<file path="config.mk">
export PLATFORM = sky130hd
export DESIGN_NAME = prio_ctrl_regs
export DESIGN_NICKNAME = d
export VERILOG_FILES = /design/src/rtl/prio_regs_pkg.sv /design/src/rtl/prio_ctrl_regs.sv
export SDC_FILE = /design/constraint.sdc
export NUM_CORES = 1
export LEC_CHECK = 0
export ABC_AREA = 1
export BUFFER_PORTS_ARGS = -buffer_cell sky130_fd_sc_hd__buf_2
export CAP_MARGIN = 20
export CORE_ASPECT_RATIO = 0.6
export CORE_MARGIN = 2
export CORE_UTILIZATION = 50
export DETAILED_ROUTE_END_ITERATION = 8
export HOLD_SLACK_MARGIN = 0.12
export PLACE_DENSITY_LB_ADDON = 0.1
export SLEW_MARGIN = 20
export SYNTH_ARGS = -nofsm -noshare
export SYNTH_HDL_FRONTEND = slang
export SYNTH_SLANG_ARGS = --single-unit
</file>
<file path="constraint.sdc">
create_clock -name clk -period 3.6 [get_ports clk]
set_input_delay 0.72 -clock clk [delete_from_list [all_inputs] [get_ports clk]]
set_output_delay 0.72 -clock clk [all_outputs]
set_load 0.03 [all_outputs]
</file>
<file path="src/rtl/prio_regs_pkg.sv">
/*
  Package for the priority control register bank 8..14: register indices,
  field positions, reset values, implemented-bit masks and carrier types.
  Assumes a 16-bit plain register port and one 100 MHz clock.
*/
package prio_regs_pkg;

  // ----------------------------------------------------------------
  // Widths
  // ----------------------------------------------------------------
  localparam int unsigned ADDR_W = 3;
  localparam int unsigned DATA_W = 16;
  localparam int unsigned PRIO_W = 3;
  localparam int unsigned NUM_REGS = 7;

  // ----------------------------------------------------------------
  // Register indices
  // ----------------------------------------------------------------
  localparam logic [ADDR_W-1:0] PRIO_CTRL_8_IDX  = 3'h0;
  localparam logic [ADDR_W-1:0] PRIO_CTRL_9_IDX  = 3'h1;
  localparam logic [ADDR_W-1:0] PRIO_CTRL_10_IDX = 3'h2;
  localparam logic [ADDR_W-1:0] PRIO_CTRL_11_IDX = 3'h3;
  localparam logic [ADDR_W-1:0] PRIO_CTRL_12_IDX = 3'h4;
  localparam logic [ADDR_W-1:0] PRIO_CTRL_13_IDX = 3'h5;
  localparam logic [ADDR_W-1:0] PRIO_CTRL_14_IDX = 3'h6;

  // ----------------------------------------------------------------
  // Field positions (low bit of each 3-bit field)
  // ----------------------------------------------------------------
  localparam int unsigned FIELD_HI_POS  = 12;
  localparam int unsigned FIELD_MH_POS  = 8;
  localparam int unsigned FIELD_ML_POS  = 4;
  localparam int unsigned FIELD_LO_POS  = 0;

  // ----------------------------------------------------------------
  // Priority codes and reset values
  // ----------------------------------------------------------------
  localparam logic [PRIO_W-1:0] PRIO_DISABLED = 3'h0;
  localparam logic [PRIO_W-1:0] PRIO_LOWEST   = 3'h1;
  localparam logic [PRIO_W-1:0] PRIO_HIGHEST  = 3'h7;
  localparam logic [PRIO_W-1:0] PRIO_RESET    = 3'h4;

  localparam logic [DATA_W-1:0] MASK_FULL  = 16'h7777;
  localparam logic [DATA_W-1:0] MASK_REG11 = 16'h7707;
  localparam logic [DATA_W-1:0] MASK_REG14 = 16'h7007;
  localparam logic [DATA_W-1:0] RESET_FULL = 16'h4444;

  // ----------------------------------------------------------------
  // Carriers
  // ----------------------------------------------------------------
  typedef struct packed {
    logic              wrStrobe;
    logic              rdStrobe;
    logic [ADDR_W-1:0] addr;
    logic [DATA_W-1:0] wrData;
  } reg_req_t;

  typedef struct packed {
    logic [PRIO_W-1:0] can1_event_prio;
    logic [PRIO_W-1:0] can1_rx_ready_prio;
    logic [PRIO_W-1:0] spi2_event_prio;
    logic [PRIO_W-1:0] spi2_error_prio;
    logic [PRIO_W-1:0] capture5_prio;
    logic [PRIO_W-1:0] capture4_prio;
    logic [PRIO_W-1:0] capture3_prio;
    logic [PRIO_W-1:0] dma_ch3_done_prio;
    logic [PRIO_W-1:0] compare7_prio;
    logic [PRIO_W-1:0] compare6_prio;
    logic [PRIO_W-1:0] compare5_prio;
    logic [PRIO_W-1:0] capture6_prio;
    logic [PRIO_W-1:0] timer6_prio;
    logic [PRIO_W-1:0] dma_ch4_done_prio;
    logic [PRIO_W-1:0] compare8_prio;
    logic [PRIO_W-1:0] timer8_prio;
    logic [PRIO_W-1:0] i2c2_master_prio;
    logic [PRIO_W-1:0] i2c2_slave_prio;
    logic [PRIO_W-1:0] timer7_prio;
    logic [PRIO_W-1:0] can2_rx_ready_prio;
    logic [PRIO_W-1:0] ext_irq4_prio;
    logic [PRIO_W-1:0] ext_irq3_prio;
    logic [PRIO_W-1:0] timer9_prio;
    logic [PRIO_W-1:0] codec_if_error_prio;
    logic [PRIO_W-1:0] can2_event_prio;
  } src_prio_t;

  typedef struct packed {
    logic can1_event;
    logic can1_rx_ready;
    logic spi2_event;
    logic spi2_error;
    logic capture5;
    logic capture4;
    logic capture3;
    logic dma_ch3_done;
    logic compare7;
    logic compare6;
    logic compare5;
    logic capture6;
    logic timer6;
    logic dma_ch4_done;
    logic compare8;
    logic timer8;
    logic i2c2_master;
    logic i2c2_slave;
    logic timer7;
    logic can2_rx_ready;
    logic ext_irq4;
    logic ext_irq3;
    logic timer9;
    logic codec_if_error;
    logic can2_event;
  } src_enable_t;

endpackage : prio_regs_pkg

</file>
<file path="src/rtl/prio_ctrl_regs.sv">
/*
  Priority control registers 8..14: seven 16-bit registers of 3-bit
  source priority fields, written and read over a plain register port,
  with every field presented continuously to the arbitration logic.
  Assumes synchronous single-cycle strobes, never both at once.
*/
//
// Behaviour
// - Field code 111 means priority level 7, highest for user sources.
// - Codes 1 to 7 select that level directly; 001 is lowest level 1.
// - Code 000 disables the source so it never wins arbitration.
// - Unimplemented bits read zero; writes to them have no effect.
// - Register 8: CAN1 event, CAN1 rx ready, SPI2 event, SPI2 error fields.
// - Register 9: capture 5, 4, 3 and DMA channel 3 done fields.
// - Register 10: compare 7, 6, 5 and capture 6 fields.
// - Register 11: timer 6, DMA 4 done, compare 8; bits 7-3 unimplemented.
// - Register 13: CAN2 rx ready, ext irq 4, ext irq 3, timer 9 fields.
// - Register 14: codec error at 14-12, CAN2 event at 2-0; 11-3 unused.
// - Reset sets every implemented field to level 4 (100).
`timescale 1ns/1ps
module prio_ctrl_regs
  import prio_regs_pkg::*;
(
  input  wire logic                              clk,
  input  wire logic                              rst,
  input  wire prio_regs_pkg::reg_req_t           regReq,
  output logic [prio_regs_pkg::DATA_W-1:0]       rdData,
  output prio_regs_pkg::src_prio_t               srcPrio,
  output prio_regs_pkg::src_enable_t             srcEnable
);
  import prio_regs_pkg::*;

  // ----------------------------------------------------------------
  // Register storage
  // ----------------------------------------------------------------
  logic [DATA_W-1:0] bank [NUM_REGS];
  logic [DATA_W-1:0] next_rdData;
  wire               addrHit = (regReq.addr < ADDR_W'(NUM_REGS));

  // ----------------------------------------------------------------
  // Write path
  // ----------------------------------------------------------------
  genvar gi;
  generate
    for (gi = 0; gi < NUM_REGS; gi++) begin : g_reg
      wire writeThis = regReq.wrStrobe && (regReq.addr == ADDR_W'(gi));
      // implemented bits
      // A constant mask, so the reset branch loads constants only
      localparam logic [DATA_W-1:0] IMPL_BITS = (gi == int'(PRIO_CTRL_11_IDX)) ? MASK_REG11
                                              : (gi == int'(PRIO_CTRL_14_IDX)) ? MASK_REG14 : MASK_FULL;
      always_ff @(posedge clk or posedge rst) begin
        if (rst) begin
          bank[gi] <= RESET_FULL & IMPL_BITS;
        end else if (writeThis) begin
          bank[gi] <= regReq.wrData & IMPL_BITS;
        end
      end
    end
  endgenerate

  // ----------------------------------------------------------------
  // Read path
  // ----------------------------------------------------------------
  // Unmapped indices read zero; reads have no side effect
  assign next_rdData = (regReq.rdStrobe && addrHit) ? bank[regReq.addr] : 16'h0000;

  always_ff @(posedge clk or posedge rst) begin
    if (rst) begin
      rdData <= 16'h0000;
    end else begin
      rdData <= next_rdData;
    end
  end

  // ----------------------------------------------------------------
  // Field map to arbitration
  // ----------------------------------------------------------------
  // continuous outputs straight from the flops
  assign srcPrio.can1_event_prio     = bank[PRIO_CTRL_8_IDX][FIELD_HI_POS +: PRIO_W];
  assign srcPrio.can1_rx_ready_prio  = bank[PRIO_CTRL_8_IDX][FIELD_MH_POS +: PRIO_W];
  assign srcPrio.spi2_event_prio     = bank[PRIO_CTRL_8_IDX][FIELD_ML_POS +: PRIO_W];
  assign srcPrio.spi2_error_prio     = bank[PRIO_CTRL_8_IDX][FIELD_LO_POS +: PRIO_W];
  assign srcPrio.capture5_prio       = bank[PRIO_CTRL_9_IDX][FIELD_HI_POS +: PRIO_W];
  assign srcPrio.capture4_prio       = bank[PRIO_CTRL_9_IDX][FIELD_MH_POS +: PRIO_W];
  assign srcPrio.capture3_prio       = bank[PRIO_CTRL_9_IDX][FIELD_ML_POS +: PRIO_W];
  assign srcPrio.dma_ch3_done_prio   = bank[PRIO_CTRL_9_IDX][FIELD_LO_POS +: PRIO_W];
  assign srcPrio.compare7_prio       = bank[PRIO_CTRL_10_IDX][FIELD_HI_POS +: PRIO_W];
  assign srcPrio.compare6_prio       = bank[PRIO_CTRL_10_IDX][FIELD_MH_POS +: PRIO_W];
  assign srcPrio.compare5_prio       = bank[PRIO_CTRL_10_IDX][FIELD_ML_POS +: PRIO_W];
  assign srcPrio.capture6_prio       = bank[PRIO_CTRL_10_IDX][FIELD_LO_POS +: PRIO_W];
  assign srcPrio.timer6_prio         = bank[PRIO_CTRL_11_IDX][FIELD_HI_POS +: PRIO_W];
  assign srcPrio.dma_ch4_done_prio   = bank[PRIO_CTRL_11_IDX][FIELD_MH_POS +: PRIO_W];
  assign srcPrio.compare8_prio       = bank[PRIO_CTRL_11_IDX][FIELD_LO_POS +: PRIO_W];
  assign srcPrio.timer8_prio         = bank[PRIO_CTRL_12_IDX][FIELD_HI_POS +: PRIO_W];
  assign srcPrio.i2c2_master_prio    = bank[PRIO_CTRL_12_IDX][FIELD_MH_POS +: PRIO_W];
  assign srcPrio.i2c2_slave_prio     = bank[PRIO_CTRL_12_IDX][FIELD_ML_POS +: PRIO_W];
  assign srcPrio.timer7_prio         = bank[PRIO_CTRL_12_IDX][FIELD_LO_POS +: PRIO_W];
  assign srcPrio.can2_rx_ready_prio  = bank[PRIO_CTRL_13_IDX][FIELD_HI_POS +: PRIO_W];
  assign srcPrio.ext_irq4_prio       = bank[PRIO_CTRL_13_IDX][FIELD_MH_POS +: PRIO_W];
  assign srcPrio.ext_irq3_prio       = bank[PRIO_CTRL_13_IDX][FIELD_ML_POS +: PRIO_W];
  assign srcPrio.timer9_prio         = bank[PRIO_CTRL_13_IDX][FIELD_LO_POS +: PRIO_W];
  assign srcPrio.codec_if_error_prio = bank[PRIO_CTRL_14_IDX][FIELD_HI_POS +: PRIO_W];
  assign srcPrio.can2_event_prio     = bank[PRIO_CTRL_14_IDX][FIELD_LO_POS +: PRIO_W];

  // ----------------------------------------------------------------
  // Enables for arbitration
  // ----------------------------------------------------------------
  // zero code disables; levels pass through unchanged
  localparam int unsigned NUM_SRC = $bits(src_prio_t) / PRIO_W;
  generate
    for (gi = 0; gi < NUM_SRC; gi++) begin : g_en
      assign srcEnable[gi] = (srcPrio[gi*PRIO_W +: PRIO_W] != PRIO_DISABLED);
    end
  endgenerate

  // ----------------------------------------------------------------
  // Checks
  // ----------------------------------------------------------------
  // write lands next cycle
  chk_write_updates:
  assert property (@(posedge clk) disable iff (rst)
    regReq.wrStrobe && regReq.addr == PRIO_CTRL_9_IDX
    |=> bank[PRIO_CTRL_9_IDX] == ($past(regReq.wrData) & MASK_FULL))
  else $error("register 9 did not take written value");

  chk_unimpl_zero:
  assert property (@(posedge clk) disable iff (rst)
    (bank[PRIO_CTRL_11_IDX] & ~MASK_REG11) == 16'h0000 && (bank[PRIO_CTRL_14_IDX] & ~MASK_REG14) == 16'h0000)
  else $error("unimplemented bits hold a one");

  chk_read_data:
  assert property (@(posedge clk) disable iff (rst)
    regReq.rdStrobe && regReq.addr == PRIO_CTRL_14_IDX && !regReq.wrStrobe
    |=> rdData == ($past(bank[PRIO_CTRL_14_IDX]) & MASK_REG14))
  else $error("read data wrong for register 14");

  chk_reset_level:
  assert property (@(posedge clk) $fell(rst) |-> srcPrio.timer6_prio == PRIO_RESET && srcPrio.can2_event_prio == PRIO_RESET)
  else $error("fields not at level 4 after reset");

  chk_zero_disables:
  assert property (@(posedge clk) disable iff (rst)
    srcEnable.codec_if_error == (srcPrio.codec_if_error_prio != PRIO_DISABLED))
  else $error("disable code mismatch");

  chk_top_level:
  assert property (@(posedge clk) disable iff (rst)
    regReq.wrStrobe && regReq.addr == PRIO_CTRL_8_IDX && regReq.wrData[14:12] == 3'h7
    |=> srcPrio.can1_event_prio == PRIO_HIGHEST && srcEnable.can1_event)
  else $error("code 111 not level 7");

  chk_low_level:
  assert property (@(posedge clk) disable iff (rst)
    regReq.wrStrobe && regReq.addr == PRIO_CTRL_12_IDX && regReq.wrData[2:0] == 3'h1
    |=> srcPrio.timer7_prio == PRIO_LOWEST ##1 srcPrio.timer7_prio == PRIO_LOWEST || $past(regReq.wrStrobe))
  else $error("code 001 not level 1");

  chk_field_map:
  assert property (@(posedge clk) disable iff (rst)
    regReq.wrStrobe && regReq.addr == PRIO_CTRL_13_IDX
    |=> srcPrio.ext_irq3_prio == $past(regReq.wrData[6:4]) && srcPrio.timer9_prio == $past(regReq.wrData[2:0]))
  else $error("register 13 field map wrong");

  // ----------------------------------------------------------------
  // Checks: field maps and codes
  // ----------------------------------------------------------------
  // register 8 map
  chk_reg8_map:
  assert property (@(posedge clk) disable iff (rst)
    regReq.wrStrobe && regReq.addr == PRIO_CTRL_8_IDX
    |=> srcPrio.can1_event_prio == $past(regReq.wrData[14:12])
        && srcPrio.can1_rx_ready_prio == $past(regReq.wrData[10:8])
        && srcPrio.spi2_event_prio == $past(regReq.wrData[6:4])
        && srcPrio.spi2_error_prio == $past(regReq.wrData[2:0]))
  else $error("register 8 field map wrong");

  chk_reg9_map:
  assert property (@(posedge clk) disable iff (rst)
    regReq.wrStrobe && regReq.addr == PRIO_CTRL_9_IDX
    |=> srcPrio.capture5_prio == $past(regReq.wrData[14:12])
        && srcPrio.capture4_prio == $past(regReq.wrData[10:8])
        && srcPrio.capture3_prio == $past(regReq.wrData[6:4])
        && srcPrio.dma_ch3_done_prio == $past(regReq.wrData[2:0]))
  else $error("register 9 field map wrong");

  chk_reg10_map:
  assert property (@(posedge clk) disable iff (rst)
    regReq.wrStrobe && regReq.addr == PRIO_CTRL_10_IDX
    |=> srcPrio.compare7_prio == $past(regReq.wrData[14:12])
        && srcPrio.compare6_prio == $past(regReq.wrData[10:8])
        && srcPrio.compare5_prio == $past(regReq.wrData[6:4])
        && srcPrio.capture6_prio == $past(regReq.wrData[2:0]))
  else $error("register 10 field map wrong");

  chk_reg11_map:
  assert property (@(posedge clk) disable iff (rst)
    regReq.wrStrobe && regReq.addr == PRIO_CTRL_11_IDX
    |=> srcPrio.timer6_prio == $past(regReq.wrData[14:12])
        && srcPrio.dma_ch4_done_prio == $past(regReq.wrData[10:8])
        && srcPrio.compare8_prio == $past(regReq.wrData[2:0]))
  else $error("register 11 field map wrong");

  chk_reg12_map:
  assert property (@(posedge clk) disable iff (rst)
    regReq.wrStrobe && regReq.addr == PRIO_CTRL_12_IDX
    |=> srcPrio.timer8_prio == $past(regReq.wrData[14:12])
        && srcPrio.i2c2_master_prio == $past(regReq.wrData[10:8])
        && srcPrio.i2c2_slave_prio == $past(regReq.wrData[6:4])
        && srcPrio.timer7_prio == $past(regReq.wrData[2:0]))
  else $error("register 12 field map wrong");

  chk_reg13_high:
  assert property (@(posedge clk) disable iff (rst)
    regReq.wrStrobe && regReq.addr == PRIO_CTRL_13_IDX
    |=> srcPrio.can2_rx_ready_prio == $past(regReq.wrData[14:12])
        && srcPrio.ext_irq4_prio == $past(regReq.wrData[10:8]))
  else $error("register 13 high field map wrong");

  chk_reg14_map:
  assert property (@(posedge clk) disable iff (rst)
    regReq.wrStrobe && regReq.addr == PRIO_CTRL_14_IDX
    |=> srcPrio.codec_if_error_prio == $past(regReq.wrData[14:12])
        && srcPrio.can2_event_prio == $past(regReq.wrData[2:0]))
  else $error("register 14 field map wrong");

  chk_level_direct:
  assert property (@(posedge clk) disable iff (rst)
    regReq.wrStrobe && regReq.addr == PRIO_CTRL_9_IDX && regReq.wrData[2:0] != PRIO_DISABLED
    |=> srcEnable.dma_ch3_done && srcPrio.dma_ch3_done_prio == $past(regReq.wrData[2:0]))
  else $error("nonzero code not taken as its level");

  chk_disabled_write:
  assert property (@(posedge clk) disable iff (rst)
    regReq.wrStrobe && regReq.addr == PRIO_CTRL_10_IDX && regReq.wrData[2:0] == PRIO_DISABLED
    |=> !srcEnable.capture6)
  else $error("zero code left the source enabled");

  // ----------------------------------------------------------------
  // Checks: reset and hold
  // ----------------------------------------------------------------
  // Set at once when reset rises, so it is high at every edge that samples reset high
  logic rstHeld;
  always_ff @(posedge clk or posedge rst) begin
    if (rst) begin
      rstHeld <= 1'b1;
    end else begin
      rstHeld <= 1'b0;
    end
  end

  chk_reset_fields:
  assert property (@(posedge clk)
    rst && rstHeld |-> srcPrio == {NUM_SRC{PRIO_RESET}} && rdData == 16'h0000)
  else $error("fields not at level 4 during reset");

  chk_reset_enables:
  assert property (@(posedge clk)
    rst && rstHeld |-> srcEnable == '1)
  else $error("source disabled during reset");

  chk_hold_value:
  assert property (@(posedge clk) disable iff (rst)
    !regReq.wrStrobe |=> $stable(srcPrio))
  else $error("priority changed without a write");

  chk_unmapped_write:
  assert property (@(posedge clk) disable iff (rst)
    regReq.wrStrobe && !addrHit |=> $stable(srcPrio))
  else $error("unmapped write changed a priority");

  // ----------------------------------------------------------------
  // Checks: read port
  // ----------------------------------------------------------------
  // idle port reads zero
  chk_read_idle:
  assert property (@(posedge clk) disable iff (rst)
    !regReq.rdStrobe |=> rdData == 16'h0000)
  else $error("read data not zero outside a read");

  chk_unmapped_read:
  assert property (@(posedge clk) disable iff (rst)
    regReq.rdStrobe && !addrHit |=> rdData == 16'h0000)
  else $error("unmapped index did not read zero");

  chk_reg11_read:
  assert property (@(posedge clk) disable iff (rst)
    regReq.rdStrobe && regReq.addr == PRIO_CTRL_11_IDX
    |=> rdData[15] == 1'b0 && rdData[11] == 1'b0 && rdData[7:3] == 5'h00)
  else $error("register 11 unused bits read nonzero");

  chk_reg9_read:
  assert property (@(posedge clk) disable iff (rst)
    regReq.rdStrobe && regReq.addr == PRIO_CTRL_9_IDX
    |=> rdData[14:12] == $past(srcPrio.capture5_prio) && rdData[10:8] == $past(srcPrio.capture4_prio)
        && rdData[6:4] == $past(srcPrio.capture3_prio) && rdData[2:0] == $past(srcPrio.dma_ch3_done_prio))
  else $error("register 9 read fields wrong");

  chk_reg13_read:
  assert property (@(posedge clk) disable iff (rst)
    regReq.rdStrobe && regReq.addr == PRIO_CTRL_13_IDX
    |=> rdData[14:12] == $past(srcPrio.can2_rx_ready_prio) && rdData[10:8] == $past(srcPrio.ext_irq4_prio)
        && rdData[6:4] == $past(srcPrio.ext_irq3_prio) && rdData[2:0] == $past(srcPrio.timer9_prio))
  else $error("register 13 read fields wrong");

  chk_read_after_write:
  assert property (@(posedge clk) disable iff (rst)
    (regReq.wrStrobe && regReq.addr == PRIO_CTRL_12_IDX)
    ##1 (regReq.rdStrobe && regReq.addr == PRIO_CTRL_12_IDX)
    |=> rdData == ($past(regReq.wrData, 2) & MASK_FULL))
  else $error("read after write missed the new value");

endmodule : prio_ctrl_regs

</file>
Word-level counts from Yosys, hierarchy flattened
Index checks and enable logic that the tools add are counted.

Logic and storage cells: 55. Input port bits: 23. Output and inout bits: 116. Register bits after elaboration: 91.

Muxes and demuxes: 4. Bitwise logic cells: 1. $lt $le $gt $ge: 2. Reductions and logical operators: 34. Eq/ne operators: 6.

Operators by type and width (count): nonzero test 3 bit (25); binary-select mux 16 bit (select 3 bit) (1); two-way mux 16 bit (3); equality test 3 bit (second input constant) (3); logical AND 1 bit (8); equality test 3 x 2 -> 1 bit (second input constant) (2); >= comparator 4 bit (second input constant) (1); inverter 3 -> 4 bit (1); equality test 3 x 1 -> 1 bit (second input constant) (1); logical NOT 3 bit (1); less-than comparator 3 bit (second input constant) (1).

Logic depth before layout (Yosys ltp)
Word-level depth: 5. Gate-level depth with buffers: 7. Depth with buffers taken out: 7.

Worst setup path after synthesis
No wires, ideal clock.

Kind: flip-flop to output port. From: register bank (netlist bit srcPrio[0]). To: output srcEnable[0] (netlist bit). Required time: 2880 ps. Buffers on the path: 0. Slack: 1845 ps. Arrival time: 1035 ps. Stages on the path, launching flop included: 2. Cells stage by stage: dfrtp_1 or3_1.

RTL lines: from (decl) (line prio_ctrl_regs.sv:36) `logic [DATA_W-1:0] bank [NUM_REGS];`; from (signal, indexed assignment) (line prio_ctrl_regs.sv:53) `bank[gi] <= RESET_FULL & IMPL_BITS;`; from (signal, indexed assignment) (line prio_ctrl_regs.sv:55) `bank[gi] <= regReq.wrData & IMPL_BITS;`; to (decl) (line prio_ctrl_regs.sv:29) `output prio_regs_pkg::src_enable_t srcEnable`.

Final worst setup path
From: input regReq[16] (netlist bit). To: register bank (netlist bit srcPrio[24]).

Word-level cells in the longest chain between the ends: 2.

RTL lines: from (decl) (line prio_ctrl_regs.sv:26) `input wire prio_regs_pkg::reg_req_t regReq,`; equality test 3 bit (line prio_ctrl_regs.sv:46) `wire writeThis = regReq.wrStrobe && (regReq.addr == ADDR_W'(gi));`; logical AND 1 bit (line prio_ctrl_regs.sv:46).

No other way between the ends. A chain may end at the register's enable or synchronous reset.

==> flow_metrics.tcl <==
set metrics [dict create \
    status "finished, final reports clean" \
    ff2ff_setup_slack_ns 2.49 \
    cp.required_ns 3.83 \
    yosysUniqueCellTypes 21 \
    cts_root_buf "clkbuf_16" \
    cts_tree "built" \
    die_area_mm2 0.00882 \
    post_cts_resized 0 \
    die_h_um 73.6 \
    netlist_area_mm2 0.00403 \
    pin_count 139 \
    postCtsHoldBufs 0 \
    end_kind "flop" \
    gp_congestion 0.864 \
    core-area_mm2 0.00785 \
    reg2reg_from "srcPrio[53]" \
    grt_max_degree 40 \
    crit_type "input port to flop" \
    clk_latency_ns 0.33 \
    grt.overflow.total 0 \
    finalSetupViolCount 0 \
    max_freq_mhz 466 \
    fin_skew_ns 0.00364 \
    hold_violations 0 \
    post_cts_buffers 0 \
    p_per_area_mw_per_mm2 691 \
    worstPathArrival_ns 2.38 \
    relSlewSlack 0.535 \
    num_rows 25 \
    multi_input_area_mm2 0.00156 \
    drt_pass1_iterations 7 \
    syn_inst 487 \
    p_leak_uw 0.00263 \
    layout_common_cells "nand2_1, buf_2, dfrtp_1" \
    clk_pin_slew_worst_paths_ns 0.06 \
    cts_htree_levels 3 \
    dieWidth_um 120 \
    seq_area_mm2 0.00221 \
    yosys-top-cells-area "dfrtp_1, dfstp_2, nand2_1" \
    synth_top_area_frac 0.385 \
    finalCritPeriodShare 0.596 \
    final_common_cell "nand2_1" \
    post-route-min-period_ns 2.14 \
    wire_per_inst_um 16.3 \
    drtIter0Drc 383 \
    fin_area_mm2 0.00501 \
    initial_utilization 0.513 \
    cts_made_buffers 9 \
    num_antenna_cells 0 \
    yosysWarnings 0 \
    io_buffers 130 \
    antenna_left 0 \
    irDropWorstVdd_mv 0.327 \
    vias_per_cell 5.42 \
    start_kind "input port" \
    place_area_mm2 0.00470 \
    grt_pass1_vias 3317 \
    grt_usage 0.273 \
    clkSinkCount 87 \
    n_fill_cell 692 \
    nNetsFinal 630 \
    finalWirelength_um 11700 \
    worstRegToRegCells 4 \
    avgSynthCellArea_um2 8.28 \
    hpwl_um 8440 \
    r2r_end "rdData[2]" \
    ys_seq_elements 87 \
    antenna_found_initial 0 \
    tns_ns 0 \
    grt_pass1_wl_um 18100 \
    area_growth_pct 24.2 \
    finalPower_uw 3460 \
    drc 0 \
    worst_pin_slew_ns 0.698 \
    vias 3905 \
    rsz0062_at_grt "false" \
    drv_cap 0 \
    cts_buffer_depth 2 \
    critPathMaxFanout 24 \
    synth_largest_area_cell "dfrtp_1" \
    drive_gt1_frac 0.302 \
    drv_slew 0 \
    yosysSeqAreaShare 0.548 \
    hold_path_class "input port to asynchronous set/reset pin" \
]
state kept, by name (all words and copies together) (netlist names):
| register | cells |
|---|---|
| srcPrio | 75 |
| rdData | 12 |
routing by layer:
| metal | track usage | up-vias | wire length [µm] |
|---|---|---|---|
| li1 | - | 1818 | - |
| met5 | 0 | - | 0 |
| met4 | 0.0654 | 0 | 96 |
| met1 | 0.436 | 1847 | 5590 |
| met2 | 0.381 | 229 | 4850 |
| met3 | 0.0481 | 11 | 1190 |
through the flow:
stage | hold slack (ns) | instances | utilization | setup slack, ns
after detailed placement | 0.479 | 704 | 0.598 | 1.14
after global routing | 0.507 | 720 | 0.638 | 1.26
after floorplan | 0.538 | 490 | - | 0.671
final | 0.466 | 720 | 0.638 | 1.46
after CTS | 0.489 | 720 | 0.638 | 1.48
after global placement | 0.470 | 704 | 0.598 | 1.23
cell type report:
cell class / instances / share of cell area
tap: 108 / 0.0270
sequential: 87 / 0.441
clock buffer: 12 / 0.0512
timing repair buffer: 133 / 0.134
multi-input combinational: 343 / 0.311
clock inverter: 4 / 0.0107
inverter: 33 / 0.0250
report_power, final:
| group | leakage [µW] | switching (µW) | total, µW | internal [µW] |
|---|---|---|---|---|
| sequential | 0.00105 | 177 | 1370 | 1190 |
| combinational | 0.00143 | 823 | 1130 | 311 |
| clock | 0.000145 | 383 | 961 | 577 |
| total | 0.00263 | 1380 | 3460 | 2080 |
Yosys cell counts:
master	count
buf_4	7
nand2_1	144
inv_2	3
nand2_2	3
conb_1	1
nand2_4	1
buf_6	1
o21ai_1	34
inv_1	30
nor2_2	1
nor2_8	1
dfrtp_1	62
nand3_1	47
o21ai_0	57
clkbuf_1	4
dfstp_2	25
nor2_4	2
or3_1	18
nor2_1	29
a21oi_1	2
buf_2	15
how the worst max path moves through the flow:
stage / start / end / slack, ns / cells after the start
2_1_floorplan: rst / rdData[0] / 0.67 / 1
3_3_place_gp: regReq[16] / srcPrio[29] / 1.23 / 4
3_5_place_dp: regReq[16] / srcPrio[68] / 1.14 / 4
4_1_cts: regReq[16] / srcPrio[21] / 1.48 / 4
5_1_grt: regReq[16] / srcPrio[23] / 1.26 / 4
6_report: regReq[16] / srcPrio[24] / 1.46 / 4
cell families (layout without fill, tap and decap cells):
family	count (synthesis)	after routing	share of synthesized area
other cells	1	4	0.000930
flops	87	87	0.548
compound gates	93	93	0.115
simple gates	246	246	0.267
buf+inv	60	182	0.0689
critical path: stages:
cell	delay [ns]
buf_2	0.26
nor2_2	0.49
nand2_1	0.54
o21ai_0	0.36
Power figures use the tool's default switching activity.
